===== src/rtl/telemetry_pkg.sv =====
// constants and carrier types for the telemetry readback words
package telemetry_pkg;
    localparam logic [7:0] CMD_INPUT_VOLTAGE_READING = 8'h88;
    localparam logic [7:0] CMD_OUTPUT_FEEDBACK_READING = 8'h89;
    localparam logic [7:0] CMD_INPUT_CURRENT_READING = 8'h8C;
    localparam int SAMPLE_MSB = 9;
    localparam int SAMPLE_WIDTH = 10;
    localparam int WORD_WIDTH = 16;
    localparam int WORD_BYTES = 2;
    localparam logic [9:0] SAMPLE_FULL_SCALE = 10'h3FF;
    localparam logic [15:0] WORD_RESET = 16'h0000;
    localparam logic [7:0] BYTE_RESET = 8'h00;

    typedef struct packed {
        logic [9:0] input_supply_pin;
        logic [9:0] output_feedback_pin;
        logic [9:0] input_current_monitor_pin;
    } sample_set_t;

    typedef struct packed {
        logic valid;
        logic [7:0] data;
    } read_byte_t;
endpackage : telemetry_pkg


===== src/rtl/telemetry_readback_words.sv =====
// read-only telemetry word server behind the management-bus command decoder
`timescale 1ns/1ps

// Overview of operation
// - input supply over 48 in bits 9:0
// - feedback pin voltage in bits 9:0
// - current monitor pin voltage in bits 9:0
// - bits 15:10 unused, read zero
// - exactly two data bytes per supported read command, none for writes or unsupported codes
// - words read-only, writes ignored
// - code spans zero to full scale
module telemetry_readback_words (
    input wire logic clk,
    input wire logic rst,
    input telemetry_pkg::sample_set_t samples,
    input wire logic cmd_valid,
    input wire logic [7:0] cmd_code,
    input wire logic cmd_write,
    input wire logic byte_ready,
    output telemetry_pkg::read_byte_t read_byte,
    output logic cmd_ack,
    output logic cmd_unsupported
);
    typedef enum {IDLE, SEND_LOW, SEND_HIGH} state_t;

    state_t state;
    state_t next_state;
    logic [15:0] word;
    logic [15:0] next_word;
    telemetry_pkg::read_byte_t next_read_byte;
    logic next_cmd_ack;
    logic next_cmd_unsupported;

    // pack a 10-bit sample, upper bits forced to zero
    function automatic logic [15:0] pack_word(input logic [9:0] s);
        pack_word = {6'h00, s};
    endfunction : pack_word

    function automatic logic is_reading(input logic [7:0] c);
        is_reading = (c == telemetry_pkg::CMD_INPUT_VOLTAGE_READING)
            || (c == telemetry_pkg::CMD_OUTPUT_FEEDBACK_READING)
            || (c == telemetry_pkg::CMD_INPUT_CURRENT_READING);
    endfunction : is_reading

    always_comb
    begin
        next_state = state;
        next_word = word;
        next_read_byte = read_byte;
        next_cmd_ack = 1'b0;
        next_cmd_unsupported = 1'b0;
        case (state)
            IDLE:
            begin
                next_read_byte.valid = 1'b0;
                if (cmd_valid)
                begin
                    next_cmd_ack = 1'b1;
                    // a write never alters the reported sample
                    if (cmd_write || !is_reading(cmd_code))
                    begin
                        next_cmd_unsupported = 1'b1;
                    end
                    else
                    begin
                        // word captured once so both bytes belong together
                        if (cmd_code == telemetry_pkg::CMD_INPUT_VOLTAGE_READING)
                        begin
                            next_word = pack_word(samples.input_supply_pin);
                        end
                        else if (cmd_code == telemetry_pkg::CMD_OUTPUT_FEEDBACK_READING)
                        begin
                            next_word = pack_word(samples.output_feedback_pin);
                        end
                        else
                        begin
                            next_word = pack_word(samples.input_current_monitor_pin);
                        end
                        next_state = SEND_LOW;
                    end
                end
            end
            SEND_LOW:
            begin
                next_read_byte.valid = 1'b1;
                next_read_byte.data = word[7:0];
                if (read_byte.valid && byte_ready)
                begin
                    next_read_byte.data = word[15:8];
                    next_state = SEND_HIGH;
                end
            end
            SEND_HIGH:
            begin
                if (byte_ready)
                begin
                    next_read_byte.valid = 1'b0;
                    next_state = IDLE;
                end
            end
            default:
            begin
                next_state = IDLE;
            end
        endcase
    end

    always_ff @(posedge clk or posedge rst)
    begin
        if (rst)
        begin
            state <= IDLE;
            word <= telemetry_pkg::WORD_RESET;
            read_byte <= '{valid: 1'b0, data: telemetry_pkg::BYTE_RESET};
            cmd_ack <= 1'b0;
            cmd_unsupported <= 1'b0;
        end
        else
        begin
            state <= next_state;
            word <= next_word;
            read_byte <= next_read_byte;
            cmd_ack <= next_cmd_ack;
            cmd_unsupported <= next_cmd_unsupported;
        end
    end

    // bytes handed over since the last taken command; feeds the length checks only
    logic [7:0] sent_count;
    logic [7:0] next_sent_count;

    always_comb
    begin
        next_sent_count = sent_count;
        if (state == IDLE && cmd_valid)
        begin
            next_sent_count = telemetry_pkg::BYTE_RESET;
        end
        else if (read_byte.valid && byte_ready)
        begin
            next_sent_count = sent_count + 8'h01;
        end
    end

    always_ff @(posedge clk or posedge rst)
    begin
        if (rst)
        begin
            sent_count <= telemetry_pkg::BYTE_RESET;
        end
        else
        begin
            sent_count <= next_sent_count;
        end
    end

    AST_VIN_WORD: assert property (@(posedge clk) disable iff (rst)
        (state == IDLE && cmd_valid && !cmd_write
            && cmd_code == telemetry_pkg::CMD_INPUT_VOLTAGE_READING)
        |=> word == {6'h00, $past(samples.input_supply_pin)})
        else $error("input voltage word mismatch");
    AST_FB_WORD: assert property (@(posedge clk) disable iff (rst)
        (state == IDLE && cmd_valid && !cmd_write
            && cmd_code == telemetry_pkg::CMD_OUTPUT_FEEDBACK_READING)
        |=> word == {6'h00, $past(samples.output_feedback_pin)})
        else $error("feedback word mismatch");
    AST_INPUT_CURRENT_MONITOR_PIN_WORD: assert property (@(posedge clk) disable iff (rst)
        (state == IDLE && cmd_valid && !cmd_write
            && cmd_code == telemetry_pkg::CMD_INPUT_CURRENT_READING)
        |=> word == {6'h00, $past(samples.input_current_monitor_pin)})
        else $error("current monitor word mismatch");
    AST_UPPER_ZERO: assert property (@(posedge clk) disable iff (rst)
        (state == SEND_HIGH && read_byte.valid) |-> read_byte.data[7:2] == 6'h00)
        else $error("unused bits not zero");
    AST_TWO_BYTES: assert property (@(posedge clk) disable iff (rst)
        (state == SEND_HIGH && byte_ready) |=> (state == IDLE && !read_byte.valid))
        else $error("more than two bytes sent");
    AST_WRITE_REFUSED: assert property (@(posedge clk) disable iff (rst)
        (state == IDLE && cmd_valid && cmd_write) |=> (cmd_unsupported && state == IDLE))
        else $error("write not refused");
    AST_RANGE: assert property (@(posedge clk) disable iff (rst)
        word[9:0] <= telemetry_pkg::SAMPLE_FULL_SCALE && word[15:10] == 6'h00)
        else $error("word outside sample range");
    AST_LOW_FIRST: assert property (@(posedge clk) disable iff (rst)
        (state == SEND_LOW && read_byte.valid && byte_ready)
        |=> (state == SEND_HIGH && read_byte.data == word[15:8]))
        else $error("byte order wrong");
    AST_LOW_DATA: assert property (@(posedge clk) disable iff (rst)
        (state == SEND_LOW && read_byte.valid) |-> read_byte.data == word[7:0])
        else $error("low byte wrong");

    // a host that never raises ready keeps the block busy; no timeout, by intent
    AST_BYTE_LIMIT: assert property (@(posedge clk) disable iff (rst)
        int'(sent_count) <= telemetry_pkg::WORD_BYTES)
        else $error("more than two bytes for one command");
    AST_BYTE_COMPLETE: assert property (@(posedge clk) disable iff (rst)
        (state == SEND_HIGH && read_byte.valid && byte_ready)
        |=> int'(sent_count) == telemetry_pkg::WORD_BYTES)
        else $error("word ended short of two bytes");
    AST_BUSY_IGNORED: assert property (@(posedge clk) disable iff (rst)
        (state != IDLE) |=> !cmd_ack)
        else $error("command taken during a transfer");
    AST_WORD_HELD: assert property (@(posedge clk) disable iff (rst)
        (state != IDLE) |=> $stable(word))
        else $error("word changed between its two bytes");
    AST_UNSUP_ACKED: assert property (@(posedge clk) disable iff (rst)
        cmd_unsupported |-> cmd_ack)
        else $error("refusal without acknowledge");
    AST_WRITE_KEEPS_WORD: assert property (@(posedge clk) disable iff (rst)
        (state == IDLE && cmd_valid && cmd_write) |=> $stable(word))
        else $error("write altered the reported word");
    AST_READ_STARTS: assert property (@(posedge clk) disable iff (rst)
        (cmd_ack && !cmd_unsupported) |=> (state == SEND_LOW && read_byte.valid))
        else $error("low byte not offered after acknowledge");
    AST_LOW_HOLD: assert property (@(posedge clk) disable iff (rst)
        (state == SEND_LOW && read_byte.valid && !byte_ready)
        |=> (state == SEND_LOW && $stable(read_byte)))
        else $error("low byte dropped before it was taken");
    AST_HIGH_HOLD: assert property (@(posedge clk) disable iff (rst)
        (state == SEND_HIGH && !byte_ready)
        |=> (state == SEND_HIGH && $stable(read_byte)))
        else $error("high byte dropped before it was taken");

    COV_READ_DONE: cover property (@(posedge clk) disable iff (rst)
        state == SEND_HIGH && byte_ready);
    COV_WRITE: cover property (@(posedge clk) disable iff (rst) cmd_unsupported);
    COV_STALL: cover property (@(posedge clk) disable iff (rst)
        state == SEND_LOW && read_byte.valid && !byte_ready);
    COV_READ_START: cover property (@(posedge clk) disable iff (rst)
        cmd_ack && !cmd_unsupported);
endmodule : telemetry_readback_words


===== config.mk =====
export PLATFORM = sky130hd
export DESIGN_NAME = telemetry_readback_words
export DESIGN_NICKNAME = d
export VERILOG_FILES = /design/src/rtl/telemetry_pkg.sv /design/src/rtl/telemetry_readback_words.sv
export SDC_FILE = /design/constraint.sdc
export NUM_CORES = 1
export LEC_CHECK = 0
export BUFFER_PORTS_ARGS = -buffer_cell sky130_fd_sc_hd__buf_2
export CORE_MARGIN = 2
export CORE_UTILIZATION = 41
export DETAILED_ROUTE_END_ITERATION = 12
export GPL_TIMING_DRIVEN = 0
export PLACE_DENSITY_LB_ADDON = 0.3
export SLEW_MARGIN = 40
export SYNTH_ARGS = -nofsm -noshare
export SYNTH_HDL_FRONTEND = slang
export SYNTH_SLANG_ARGS = --single-unit

===== constraint.sdc =====
create_clock -name clk -period 1.9 [get_ports clk]
set_input_delay 0.38 -clock clk [delete_from_list [all_inputs] [get_ports clk]]
set_output_delay 0.38 -clock clk [all_outputs]
set_load 0.005 [all_outputs]

==> impl_metrics.tcl <==
set metrics [dict create \
    p_total_w 0.00105 \
    finalSetupViolations 0 \
    root_buffer "clkbuf_4" \
    grt_pass1_wl_um 5050 \
    relSlewSlack_pct 42.8 \
    postPlaceCellArea_um2 1520 \
    stdcell_count 206 \
    ant_nets 0 \
    post-place-ws_ns -0.232 \
    vias 1167 \
    start_kind "flip-flop" \
    syn_nets 159 \
    cp_max_fo 10 \
    clock.fmax_ghz 0.550 \
    r2r_start "state[0]" \
    gp_congestion 0.781 \
    routed_wl_um 2870 \
    route.met3.wl_um 191 \
    cts-buffers-inserted 3 \
    p_per_area_nw_per_um2 667 \
    wl_per_cell_um 14.0 \
    crit_arrival_ns 2.03 \
    drt-met1-wl_um 1330 \
    async_reset_ff_share_pct 100 \
    skew_ns 0.00799 \
    area_growth_syn_to_layout_pct 30.6 \
    ys_warn_count 0 \
    drv_slew 0 \
    synth_cells 116 \
    finalHoldViolations 0 \
    grt_max_degree 24 \
    antenna_cells 0 \
    status "complete, no violations" \
    initial_core_util_pct 43.2 \
    period_share_pct 95.7 \
    synth.area.top_cells "dfrtp_1 48%, a2111oi_0 7.3%, o41ai_1 7.3%" \
    ir_drop_v 0.000511 \
    die_width_um 58.2 \
    worstSetupPathType "reg2reg" \
    cts_max_level 1 \
    top_layer_used "met4" \
    synth_top_area_cell "dfrtp_1" \
    layout-drive-gt1-share_pct 37.7 \
    synth_edf_count 0 \
    first_pass_iters 4 \
    final_nets 219 \
    max_slew.worst_pin.slew_ns 0.856 \
    num_io_pins 54 \
    drt_iter0_markers 26 \
    drv_cap 0 \
    grt_usage_pct 18.8 \
    dieArea_um2 3380 \
    clk_pin_slew_ns 0.12 \
    cp.required_ns 2.11 \
    drc 0 \
    final_area_um2 1570 \
    yosysUniqueCellTypes 24 \
    die_y_um 58.2 \
    reg2reg_to "word[5]" \
    portBuffers 53 \
    yosysMostFrequentCell "dfrtp_1" \
    synthFlopType "dfrtp_1" \
    dp.cells 200 \
    synthDominantCellAreaShare_pct 47.9 \
    met2_length_um 1320 \
    rsz0062_at_grt "yes" \
    ys_top_cells_by_count "23 x dfrtp_1, 12 x a21oi_1, 11 x nor2b_1" \
    synth_seq_cells 23 \
    r2r_setup_slack_ns 0.08 \
    coreArea_um2 2780 \
    cp-startpoint "state[0]" \
    min_path_type "in2async" \
    ys_seq_area_share_pct 47.9 \
    clkSinkCount 23 \
    fp-row-count 19 \
    leakage_nw 0.751 \
    grt_pass1_vias 1170 \
    globalRouteOverflowTotal 0 \
    dp_hpwl_um 2310 \
    end_kind "flip-flop" \
    fin_ws_ns 0.0824 \
    vias_per_cell 5.67 \
    utilization_pct 56.5 \
    cts_tree "yes" \
    period_minus_slack_ns 1.82 \
    cts_buffer_depth 2 \
    critPathCapture "word[5]" \
    synth_area_per_cell_um2 10.4 \
    rr_worst_depth 4 \
    syn_area_um2 1200 \
    antenna_found_initial 0 \
    clk_latency_ns 0.30 \
]
## state kept, by name, summed over array words and instances, names as in the netlist
register	flops
word	10
read_byte	9
state	2
cmd_ack	1
cmd_unsupported	1
## through the flow
step / setup TNS (ns) / hold slack (ns)
floorplan: 0 / 0.382
global placement: -3.12 / 0.468
detailed placement: -2.08 / 0.479
CTS: 0 / 0.251
global route: -0.0513 / 0.101
finish: 0 / 0.0714
## layout make-up
cell class / instances / area, um^2
Tap cell: 31 / 38.8
Timing Repair Buffer: 55 / 280
Multi-Input combinational cell: 80 / 597
Clock buffer: 4 / 26.3
Buffer: 10 / 41.3
Inverter: 3 / 11.3
Fill cell: 264 / 1210
Sequential cell: 23 / 576
## worst min path at each step
stage / startpoint / to / cells after the start
4_1_cts: rst / read_byte[8] / 2
3_5_place_dp: word[4] / read_byte[4] / 1
3_3_place_gp: read_byte[1] / read_byte[1] / 2
6_report: rst / read_byte[8] / 2
5_1_grt: rst / read_byte[8] / 2
2_1_floorplan: rst / cmd_ack / 1
## power by group
| part | internal [W] | switching (W) |
|---|---|---|
| clock network | 0.0000818 | 0.000132 |
| registers | 0.000546 | 0.0000307 |
| logic | 0.000125 | 0.000131 |
## per-layer routing
metal / vias to the layer above / track usage (%)
li1: 585 / -
met5: - / 0
met3: 4 / 2.01
met4: 0 / 5.98
met2: 50 / 33.8
met1: 528 / 23.4
## timing repair
| item | 4_1_cts | 5_1_grt |
|---|---|---|
| hold buffers | 0 | 0 |
| setup endpoints to repair | 10 | 5 |
| setup buffers | 2 | 0 |
| gates resized for setup | 3 | 1 |
## cell families (layout without fill, tap and decap cells)
family	after synthesis	in the layout	synth area share [%]
compound gates	53	53	32.8
mux	2	2	1.66
flops	23	23	47.9
buf+inv	13	72	4.16
simple gates	25	25	13.5
## cells in the final DEF (no fill, tap or decap), types with 2 or more instances in the layout
cell / n
nand2b_1: 3
inv_1: 2
mux2i_1: 2
clkbuf_1: 9
dfrtp_1: 23
o31ai_1: 9
o41ai_1: 10
buf_4: 3
nand2_1: 3
o21ai_0: 2
buf_2: 53
a2111oi_0: 9
clkbuf_4: 3
a22o_1: 6
a21oi_1: 12
nor2b_1: 11
a21o_1: 2
## critical path, cell delays in order (launching register included)
cell	delay, ns
dfrtp_1	0.39
or3b_4	0.42
or4_1	0.48
buf_4	0.18
o31ai_1	0.24
Note: power is estimated with default switching activity, not from simulation.
